<file path="src/lels_cfg.svh">
// constants for the little-endian lane steering block
`ifndef LELS_CFG_SVH
`define LELS_CFG_SVH
`define LELS_SIZE_BYTE 2'h0
`define LELS_SIZE_WORD 2'h1
`define LELS_SIZE_LONG 2'h2
`define LELS_SIZE_QUAD 2'h3
`define LELS_DW_8 2'h0
`define LELS_DW_16 2'h1
`define LELS_DW_32 2'h2
`define LELS_LANES 4
`define LELS_BEAT_W 69
`define LELS_BUF_DEPTH 2
`endif

</file>
<file path="src/lels_pkg.sv">
// types for the little-endian lane steering block
package lels_pkg;
  typedef enum logic [1:0] {
    LELS_IDLE,
    LELS_ISSUE,
    LELS_DRAIN
  } lels_state_t;
  typedef struct packed {
    logic write;
    logic [3:0] strobe;
    logic [31:0] addr;
    logic [31:0] data;
  } lels_beat_t;
endpackage

</file>
<file path="src/lels_beat_if.sv">
// one external bus cycle passed from the sequencer to the buffer
`timescale 1ns/1ps
interface lels_beat_if;
  import lels_pkg::*;
  logic valid;
  logic ready;
  lels_beat_t beat;
  modport src (output valid, output beat, input ready);
  modport snk (input valid, input beat, output ready);
endinterface

</file>
<file path="src/lels_pair_buf.sv">
// two-entry buffer holding bus cycles ahead of the external bus
`timescale 1ns/1ps
`include "lels_cfg.svh"
module lels_pair_buf import lels_pkg::*; #(
  parameter int WIDTH = `LELS_BEAT_W
) (
  input wire logic clk_sys,
  input wire logic nrst,
  lels_beat_if.snk in_side,
  output logic out_valid,
  input wire logic out_ready,
  output logic [WIDTH-1:0] out_data
);
  logic [WIDTH-1:0] mem [`LELS_BUF_DEPTH];
  logic wr_ptr;
  logic rd_ptr;
  logic [1:0] count;
  logic push;
  logic pop;

  // full and empty come straight from the count, so a stalled bus fills it
  assign in_side.ready = (count != 2'h2);
  assign out_valid = (count != 2'h0);
  assign out_data = mem[rd_ptr];
  assign push = in_side.valid && in_side.ready;
  assign pop = out_valid && out_ready;

  always_ff @(posedge clk_sys) begin
    if (push) begin
      mem[wr_ptr] <= WIDTH'(in_side.beat);
    end
  end

  always_ff @(posedge clk_sys) begin
    if (!nrst) begin
      wr_ptr <= 1'b0;
      rd_ptr <= 1'b0;
      count <= 2'h0;
    end else begin
      if (push) begin
        wr_ptr <= ~wr_ptr;
      end
      if (pop) begin
        rd_ptr <= ~rd_ptr;
      end
      count <= count + {1'b0, push} - {1'b0, pop};
    end
  end
endmodule

</file>
<file path="src/lels_lane_steer.sv">
// little-endian byte-lane steering of processor accesses onto an external bus
// Notes on behaviour
// [RULE1] 32-bit device: byte k on lane k; narrow accesses use only their own lanes.
// [RULE2] quad to 32-bit device: two cycles, 8n then 8n+4, all four strobes.
// [RULE3] 16-bit device: lanes 0-1 only; long two cycles, quad four, low half first.
// [RULE4] 8-bit device: lane 0 only; word 2, long 4, quad 8 cycles, ascending.
// [RULE5] strobe k serves as write enable, column strobe and SDRAM mask of lane k.
// [RULE6] unused lanes carry don't-care data and keep their strobes negated.
`timescale 1ns/1ps
`include "lels_cfg.svh"
module lels_lane_steer import lels_pkg::*; (
  input wire logic clk_sys,
  input wire logic nrst,
  input wire logic [1:0] dev_width,
  input wire logic req_valid,
  output logic req_ready,
  input wire logic req_write,
  input wire logic [1:0] req_size,
  input wire logic [31:0] req_addr,
  input wire logic [63:0] req_wdata,
  output logic rsp_valid,
  output logic [63:0] rsp_rdata,
  output logic bus_valid,
  input wire logic bus_ready,
  output logic bus_write,
  output logic [31:0] bus_addr,
  output logic [31:0] bus_wdata,
  input wire logic [31:0] bus_rdata,
  output logic write_lane0_strobe,
  output logic write_lane1_strobe,
  output logic write_lane2_strobe,
  output logic write_lane3_strobe,
  output logic column_lane0_strobe,
  output logic column_lane1_strobe,
  output logic column_lane2_strobe,
  output logic column_lane3_strobe,
  output logic sdram_lane0_mask,
  output logic sdram_lane1_mask,
  output logic sdram_lane2_mask,
  output logic sdram_lane3_mask
);
  lels_state_t state;
  logic acc_write;
  logic [31:0] acc_addr;
  logic [63:0] acc_wdata;
  logic [1:0] wlog;
  logic [1:0] blog;
  logic [3:0] beats;
  logic [1:0] lane;
  logic [3:0] issued;
  logic [3:0] acked;
  logic [63:0] rdata;
  logic [1:0] next_wlog;
  logic [1:0] next_blog;
  logic [1:0] next_cnt_log;
  logic [3:0] beat_mask;
  logic [5:0] src_shift;
  logic [5:0] dst_shift;
  logic [63:0] beat_src;
  logic [31:0] rd_lanes;
  logic [63:0] rd_piece;
  lels_beat_t out_beat;
  logic [`LELS_BEAT_W-1:0] out_raw;
  logic bus_take;
  logic req_take;
  logic issue_take;
  logic last_take;

  lels_beat_if beat_ch ();

  // device width in log2 bytes; an unknown code falls back to 32 bits
  always_comb begin
    unique case (dev_width)
      `LELS_DW_8: next_wlog = 2'h0;
      `LELS_DW_16: next_wlog = 2'h1;
      default: next_wlog = 2'h2;
    endcase
    next_blog = (req_size < next_wlog) ? req_size : next_wlog;
    next_cnt_log = (req_size > next_wlog) ? (req_size - next_wlog) : 2'h0;
  end

  assign req_ready = (state == LELS_IDLE);
  assign req_take = req_valid && req_ready;

  always_ff @(posedge clk_sys) begin
    if (!nrst) begin
      state <= LELS_IDLE;
    end else begin
      unique case (state)
        LELS_IDLE: begin
          if (req_valid) begin
            state <= LELS_ISSUE;
          end
        end
        LELS_ISSUE: begin
          if (issue_take && issued == beats - 4'h1) begin
            state <= LELS_DRAIN;
          end
        end
        LELS_DRAIN: begin
          if (last_take) begin
            state <= LELS_IDLE;
          end
        end
      endcase
    end
  end

  // access is latched whole so the processor side may change while cycles run
  always_ff @(posedge clk_sys) begin
    if (!nrst) begin
      acc_write <= 1'b0;
      acc_addr <= 32'h0;
      acc_wdata <= 64'h0;
      wlog <= 2'h2;
      blog <= 2'h0;
      beats <= 4'h1;
      lane <= 2'h0;
    end else if (req_take) begin
      acc_write <= req_write;
      acc_addr <= req_addr;
      acc_wdata <= req_wdata;
      wlog <= next_wlog;
      blog <= next_blog;
      beats <= 4'h1 << next_cnt_log; // RULE2 RULE3 RULE4
      lane <= req_addr[1:0] & ((2'h1 << next_wlog) - 2'h1); // RULE1
    end
  end

  // lanes used by one cycle: 2**blog ones from the lane offset upward
  assign beat_mask = 4'((5'h1 << (3'h1 << blog)) - 5'h1) << lane; // RULE1 RULE3 RULE4 RULE6
  assign src_shift = 6'({issued[2:0], 3'h0} << wlog); // RULE3 RULE4
  assign beat_src = acc_wdata >> src_shift;
  assign dst_shift = 6'({acked[2:0], 3'h0} << wlog);

  assign beat_ch.valid = (state == LELS_ISSUE);
  assign issue_take = beat_ch.valid && beat_ch.ready;
  always_comb begin
    beat_ch.beat.write = acc_write;
    beat_ch.beat.strobe = beat_mask;
    // ascending cycle addresses, one device width apart
    beat_ch.beat.addr = acc_addr + (32'(issued) << wlog); // RULE2 RULE3 RULE4
    beat_ch.beat.data = beat_src[31:0] << {lane, 3'h0}; // RULE1 RULE2
  end

  // cycles handed to the buffer; also picks the data slice of the next one
  always_ff @(posedge clk_sys) begin
    if (!nrst) begin
      issued <= 4'h0;
    end else if (req_take) begin
      issued <= 4'h0;
    end else if (issue_take) begin
      issued <= issued + 4'h1;
    end
  end

  // two entries let the sequencer run ahead while the bus stalls
  lels_pair_buf #(
    .WIDTH(`LELS_BEAT_W)
  ) u_buf (
    .clk_sys(clk_sys),
    .nrst(nrst),
    .in_side(beat_ch),
    .out_valid(bus_valid),
    .out_ready(bus_ready),
    .out_data(out_raw)
  );

  assign out_beat = lels_beat_t'(out_raw);
  assign bus_take = bus_valid && bus_ready;
  // the final acknowledge closes the access and frees the request side
  assign last_take = bus_take && (acked == beats - 4'h1);
  assign bus_write = out_beat.write;
  assign bus_addr = out_beat.addr;
  assign bus_wdata = out_beat.data;

  // one strobe vector qualifies each lane for all three memory styles
  assign write_lane0_strobe = bus_valid && out_beat.write && out_beat.strobe[0]; // RULE5
  assign write_lane1_strobe = bus_valid && out_beat.write && out_beat.strobe[1]; // RULE5
  assign write_lane2_strobe = bus_valid && out_beat.write && out_beat.strobe[2]; // RULE5
  assign write_lane3_strobe = bus_valid && out_beat.write && out_beat.strobe[3]; // RULE5
  assign column_lane0_strobe = bus_valid && out_beat.strobe[0]; // RULE5
  assign column_lane1_strobe = bus_valid && out_beat.strobe[1]; // RULE5
  assign column_lane2_strobe = bus_valid && out_beat.strobe[2]; // RULE5
  assign column_lane3_strobe = bus_valid && out_beat.strobe[3]; // RULE5
  assign sdram_lane0_mask = bus_valid && out_beat.strobe[0]; // RULE5
  assign sdram_lane1_mask = bus_valid && out_beat.strobe[1]; // RULE5
  assign sdram_lane2_mask = bus_valid && out_beat.strobe[2]; // RULE5
  assign sdram_lane3_mask = bus_valid && out_beat.strobe[3]; // RULE5

  // read lanes outside the strobe are dropped, never merged
  always_comb begin
    rd_lanes = bus_rdata >> {lane, 3'h0};
    rd_lanes = rd_lanes & (32'((33'h1 << {(3'h1 << blog), 3'h0}) - 33'h1)); // RULE6
    rd_piece = {32'h0, rd_lanes} << dst_shift; // RULE3 RULE4
  end

  always_ff @(posedge clk_sys) begin
    if (!nrst) begin
      acked <= 4'h0;
      rdata <= 64'h0;
    end else if (req_take) begin
      acked <= 4'h0;
      rdata <= 64'h0;
    end else if (bus_take) begin
      acked <= acked + 4'h1;
      rdata <= rdata | rd_piece;
    end
  end

  always_ff @(posedge clk_sys) begin
    if (!nrst) begin
      rsp_valid <= 1'b0;
      rsp_rdata <= 64'h0;
    end else begin
      // no back-pressure here: the processor side must catch the pulse
      rsp_valid <= last_take;
      if (last_take && !acc_write) begin
        rsp_rdata <= rdata | rd_piece;
      end
    end
  end
endmodule

</file>
<file path="config.mk">
export PLATFORM = sky130hd
export DESIGN_NAME = lels_lane_steer
export DESIGN_NICKNAME = d
export VERILOG_FILES = /design/src/lels_pkg.sv /design/src/lels_beat_if.sv /design/src/lels_pair_buf.sv /design/src/lels_lane_steer.sv
export VERILOG_INCLUDE_DIRS = /design/src
export SDC_FILE = /design/constraint.sdc
export NUM_CORES = 1
export LEC_CHECK = 0
export BUFFER_PORTS_ARGS = -buffer_cell sky130_fd_sc_hd__buf_2
export CORE_MARGIN = 2
export CORE_UTILIZATION = 52
export CTS_CLUSTER_SIZE = 25
export DETAILED_ROUTE_END_ITERATION = 8
export HOLD_SLACK_MARGIN = 0.06
export PLACE_DENSITY = 0.77
export SLEW_MARGIN = 40
export SYNTH_ARGS = -nofsm -noshare
export SYNTH_HDL_FRONTEND = slang
export SYNTH_SLANG_ARGS = --single-unit
</file>
<file path="constraint.sdc">
create_clock -name clk_sys -period 4.9 [get_ports clk_sys]
set_input_delay 0.98 -clock clk_sys [delete_from_list [all_inputs] [get_ports clk_sys]]
set_output_delay 0.98 -clock clk_sys [all_outputs]
set_load 0.02 [all_outputs]
</file>
==> reports/qor.yml <==
finalHoldViolations: 0
drtIter0Drc: 2075
cp.arrival_ps: 3780
synth.distinct_cells: 75
via_per_inst: 6.22
reg2reg_slack_ps: 1390
leakagePower_nw: 8.19
grt.total_usage_pct: 29.0
setup-tns-final_ps: 0
htreeDepth: 2
p_sw_mw: 4.01
path_clk_slew_ps: 60
ir_drop_v: 0.000306
hold_path_depth: 2
setup_viol: 0
worstHoldStart: "rdata[37]$_SDFFE_PP0P_"
syn_area_um2: 19000
dieArea_um2: 38000
maxSlewViolCount: 0
drc: 0
postSynth.asyncResetShare_pct: 0
ctsResizeCount: 0
grt_max_degree: 110
cp_cell_sequence: "mux2i_1, o21a_1, inv_1, ha_1, nand2_1, o31a_1, o21ai_0, and2_1, nand4_1, xnor2_1"
die_h_um: 195
slew_headroom_pct: 43.5
power_frac_clock_pct: 26.8
p_per_area_nw_per_um2: 501
whs_ps: 451
io_pins: 281
num-nets-final: 2322
drive_above_1_share_pct: 23.0
syn_area_per_cell_um2: 9.61
worstMarginPinSlew_ps: 846
final.setup_skew_ps: 24.4
seq_area_frac_synth_pct: 48.4
first_pass_iters: 7
grt_first_pass_wirelength_um: 87400
hpwl_um: 39800
max_freq_mhz: 285
syn_inst: 1972
crit_slowest_cell: "dfxtp_1"
path_class: "register to register"
cts_setup_buffers: 0
cap_violations: 0
synth_nets: 2131
crit_fanout: 18
fp-row-count: 69
cts_hold_buf: 0
rsz0062_at_grt: "false"
yosys.area.top_type: "dfxtp_1"
register_area_um2: 9180
layout_commonest_cell: "buf_2"
gr-total-overflow: 0
crit_buf_inv: 1
regToRegEndpoint: "u_buf.mem[0][58]$_DFFE_PP_"
fill_cells: 3061
synth_area_leaders: "dfxtp_1 27%, edfxtp_1 22%, a21oi_1 7.0%"
cts_made_buffers: 40
p_int_mw: 6.91
tritoncts: "yes"
synth-edff-count: 138
yosys_most_used_dff: "dfxtp_1"
synth_top_area_share_pct: 26.5
gp_congestion: 1.01
wirelength_um: 56400
start_util_pct: 53.0
p_sw_share_pct: 36.7
clock_path_buffers: 3
grt_pass1_vias: 15294
coreArea_um2: 35700
critPathTopFamily: "compound AO/OA/AOI/OAI gates"
fin_crit_ps: 3510
whs_endpoint: "rdata[37]$_SDFFE_PP0P_"
comb_power_share_pct: 32.9
cp-start-kind: "register"
reg2reg_depth: 10
areaGrowthSynthToFinish_pct: 14.9
layout_common_cells: "280 x buf_2, 264 x a21oi_1, 262 x nand2_1"
io_buffers: 280
antenna_left: 0
required_ps: 5170
clock_sinks: 389
die_w_um: 195
num_vias: 16518
status: "completed"
cts_root_buf: "clkbuf_16"
clkLatencyLatePin_ps: 550
antenna_found_initial: 3
worstReg2RegStart: "issued[1]$_SDFFE_PP0P_"
critPathMaxStageDelay_ps: 680
p_seq_share_pct: 40.3
multi_input_area_um2: 9000
period_share_pct: 71.7
worstSetupEndpointType: "register"
hp-class: "register to register"
ys_warn_count: 0
wire_per_inst_um: 21.2
ys_ff_latch: 389
==> cells by family after synthesis <==
family / count (synthesis) / synth area share [%]
buf+inv: 187 / 4.46
mux: 137 / 9.39
fa+ha+maj: 22 / 1.49
flops: 389 / 48.4
compound gates: 621 / 20.5
simple gates: 564 / 13.3
xor+xnor: 52 / 2.55
==> state kept, by name, summed over array words and instances, names as in the netlist, 2 cells and up, named ones only <==
register,cells
u_buf.count,2
beats,4
lane,2
rsp_rdata,64
u_buf.mem,138
issued,4
state,2
blog,2
acc_wdata,64
wlog,2
acc_addr,32
acked,4
rdata,64
==> power by group through the flow <==
stage / clock, mW / combinational [mW] / sequential [mW]
floorplan: 0 / 2.33 / 4.48
detailed placement: 0 / 3.53 / 4.45
finish: 2.93 / 3.59 / 4.40
global placement: 0 / 3.48 / 4.42
global route: 3.09 / 3.86 / 4.46
CTS: 2.97 / 3.56 / 4.39
==> how the worst max path moves through the flow <==
stage | startpoint | to | slack (ps) | depth (start not counted)
6_report | issued[1]$_SDFFE_PP0P_ | u_buf.mem[0][58]$_DFFE_PP_ | 1390 | 10
4_1_cts | issued[1]$_SDFFE_PP0P_ | u_buf.mem[1][58]$_DFFE_PP_ | 1460 | 10
5_1_grt | issued[1]$_SDFFE_PP0P_ | u_buf.mem[1][58]$_DFFE_PP_ | 1180 | 10
3_5_place_dp | issued[1]$_SDFFE_PP0P_ | u_buf.mem[0][58]$_DFFE_PP_ | 1420 | 10
2_1_floorplan | state[1]$_SDFFE_PN0P_ | u_buf.mem[0][0]$_DFFE_PP_ | 230 | 5
3_3_place_gp | issued[1]$_SDFFE_PP0P_ | u_buf.mem[0][60]$_DFFE_PP_ | 1590 | 10
==> cell type report <==
cell class | count | share of cell area [%]
diodes | 1 | 0.0115
clock buffers | 53 | 5.10
clock inverters | 19 | 0.684
inverters | 29 | 0.506
multi-input cells | 1396 | 41.3
flip-flops and latches | 389 | 42.1
well taps | 461 | 2.65
repair buffers | 307 | 7.58
==> worst register-to-register path: stages, from the launching register on <==
cell	delay [ps]
dfxtp_1	680
mux2i_1	230
o21a_1	240
inv_1	370
ha_1	280
nand2_1	70
o31a_1	280
o21ai_0	230
and2_1	490
nand4_1	190
xnor2_1	200
==> cell usage after synthesis (16+ instances only) <==
| cell | count |
|---|---|
| ha_1 | 21 |
| o21ai_1 | 18 |
| clkbuf_1 | 91 |
| mux2i_1 | 39 |
| nor3_1 | 20 |
| o22ai_1 | 46 |
| a221o_1 | 20 |
| nand2_1 | 264 |
| nand3_1 | 20 |
| mux2_2 | 73 |
| and2_1 | 18 |
| o2bb2ai_1 | 18 |
| buf_1 | 16 |
| o21ai_0 | 104 |
| nor2_1 | 151 |
| a211oi_1 | 24 |
| dfxtp_1 | 251 |
| o221ai_1 | 25 |
| mux4_2 | 21 |
| a21oi_1 | 266 |
| xnor2_1 | 35 |
| inv_1 | 25 |
| buf_2 | 35 |
| a221oi_1 | 25 |
| edfxtp_1 | 138 |
==> stage by stage <==
stage          cells  total power [mW]  instance area, µm²  util, %  setup slack (ps)
2_1_floorplan   1972              6.82               19000        -               233
3_3_place_gp    2581              7.90               20500     57.2              1590
3_5_place_dp    2581              7.98               20500     57.3              1420
4_1_cts         2653              10.9               21700     60.8              1460
5_1_grt         2654              11.4               21800     60.9              1180
6_report        2655              10.9               21800     60.9              1390
==> routing by layer <==
layer	track usage [%]	wire length, µm
met2	43.7	24600
met1	42.8	24700
met4	8.74	1460
met5	0	9
met3	4.96	5590
Note: power is estimated with default switching activity, not from simulation.
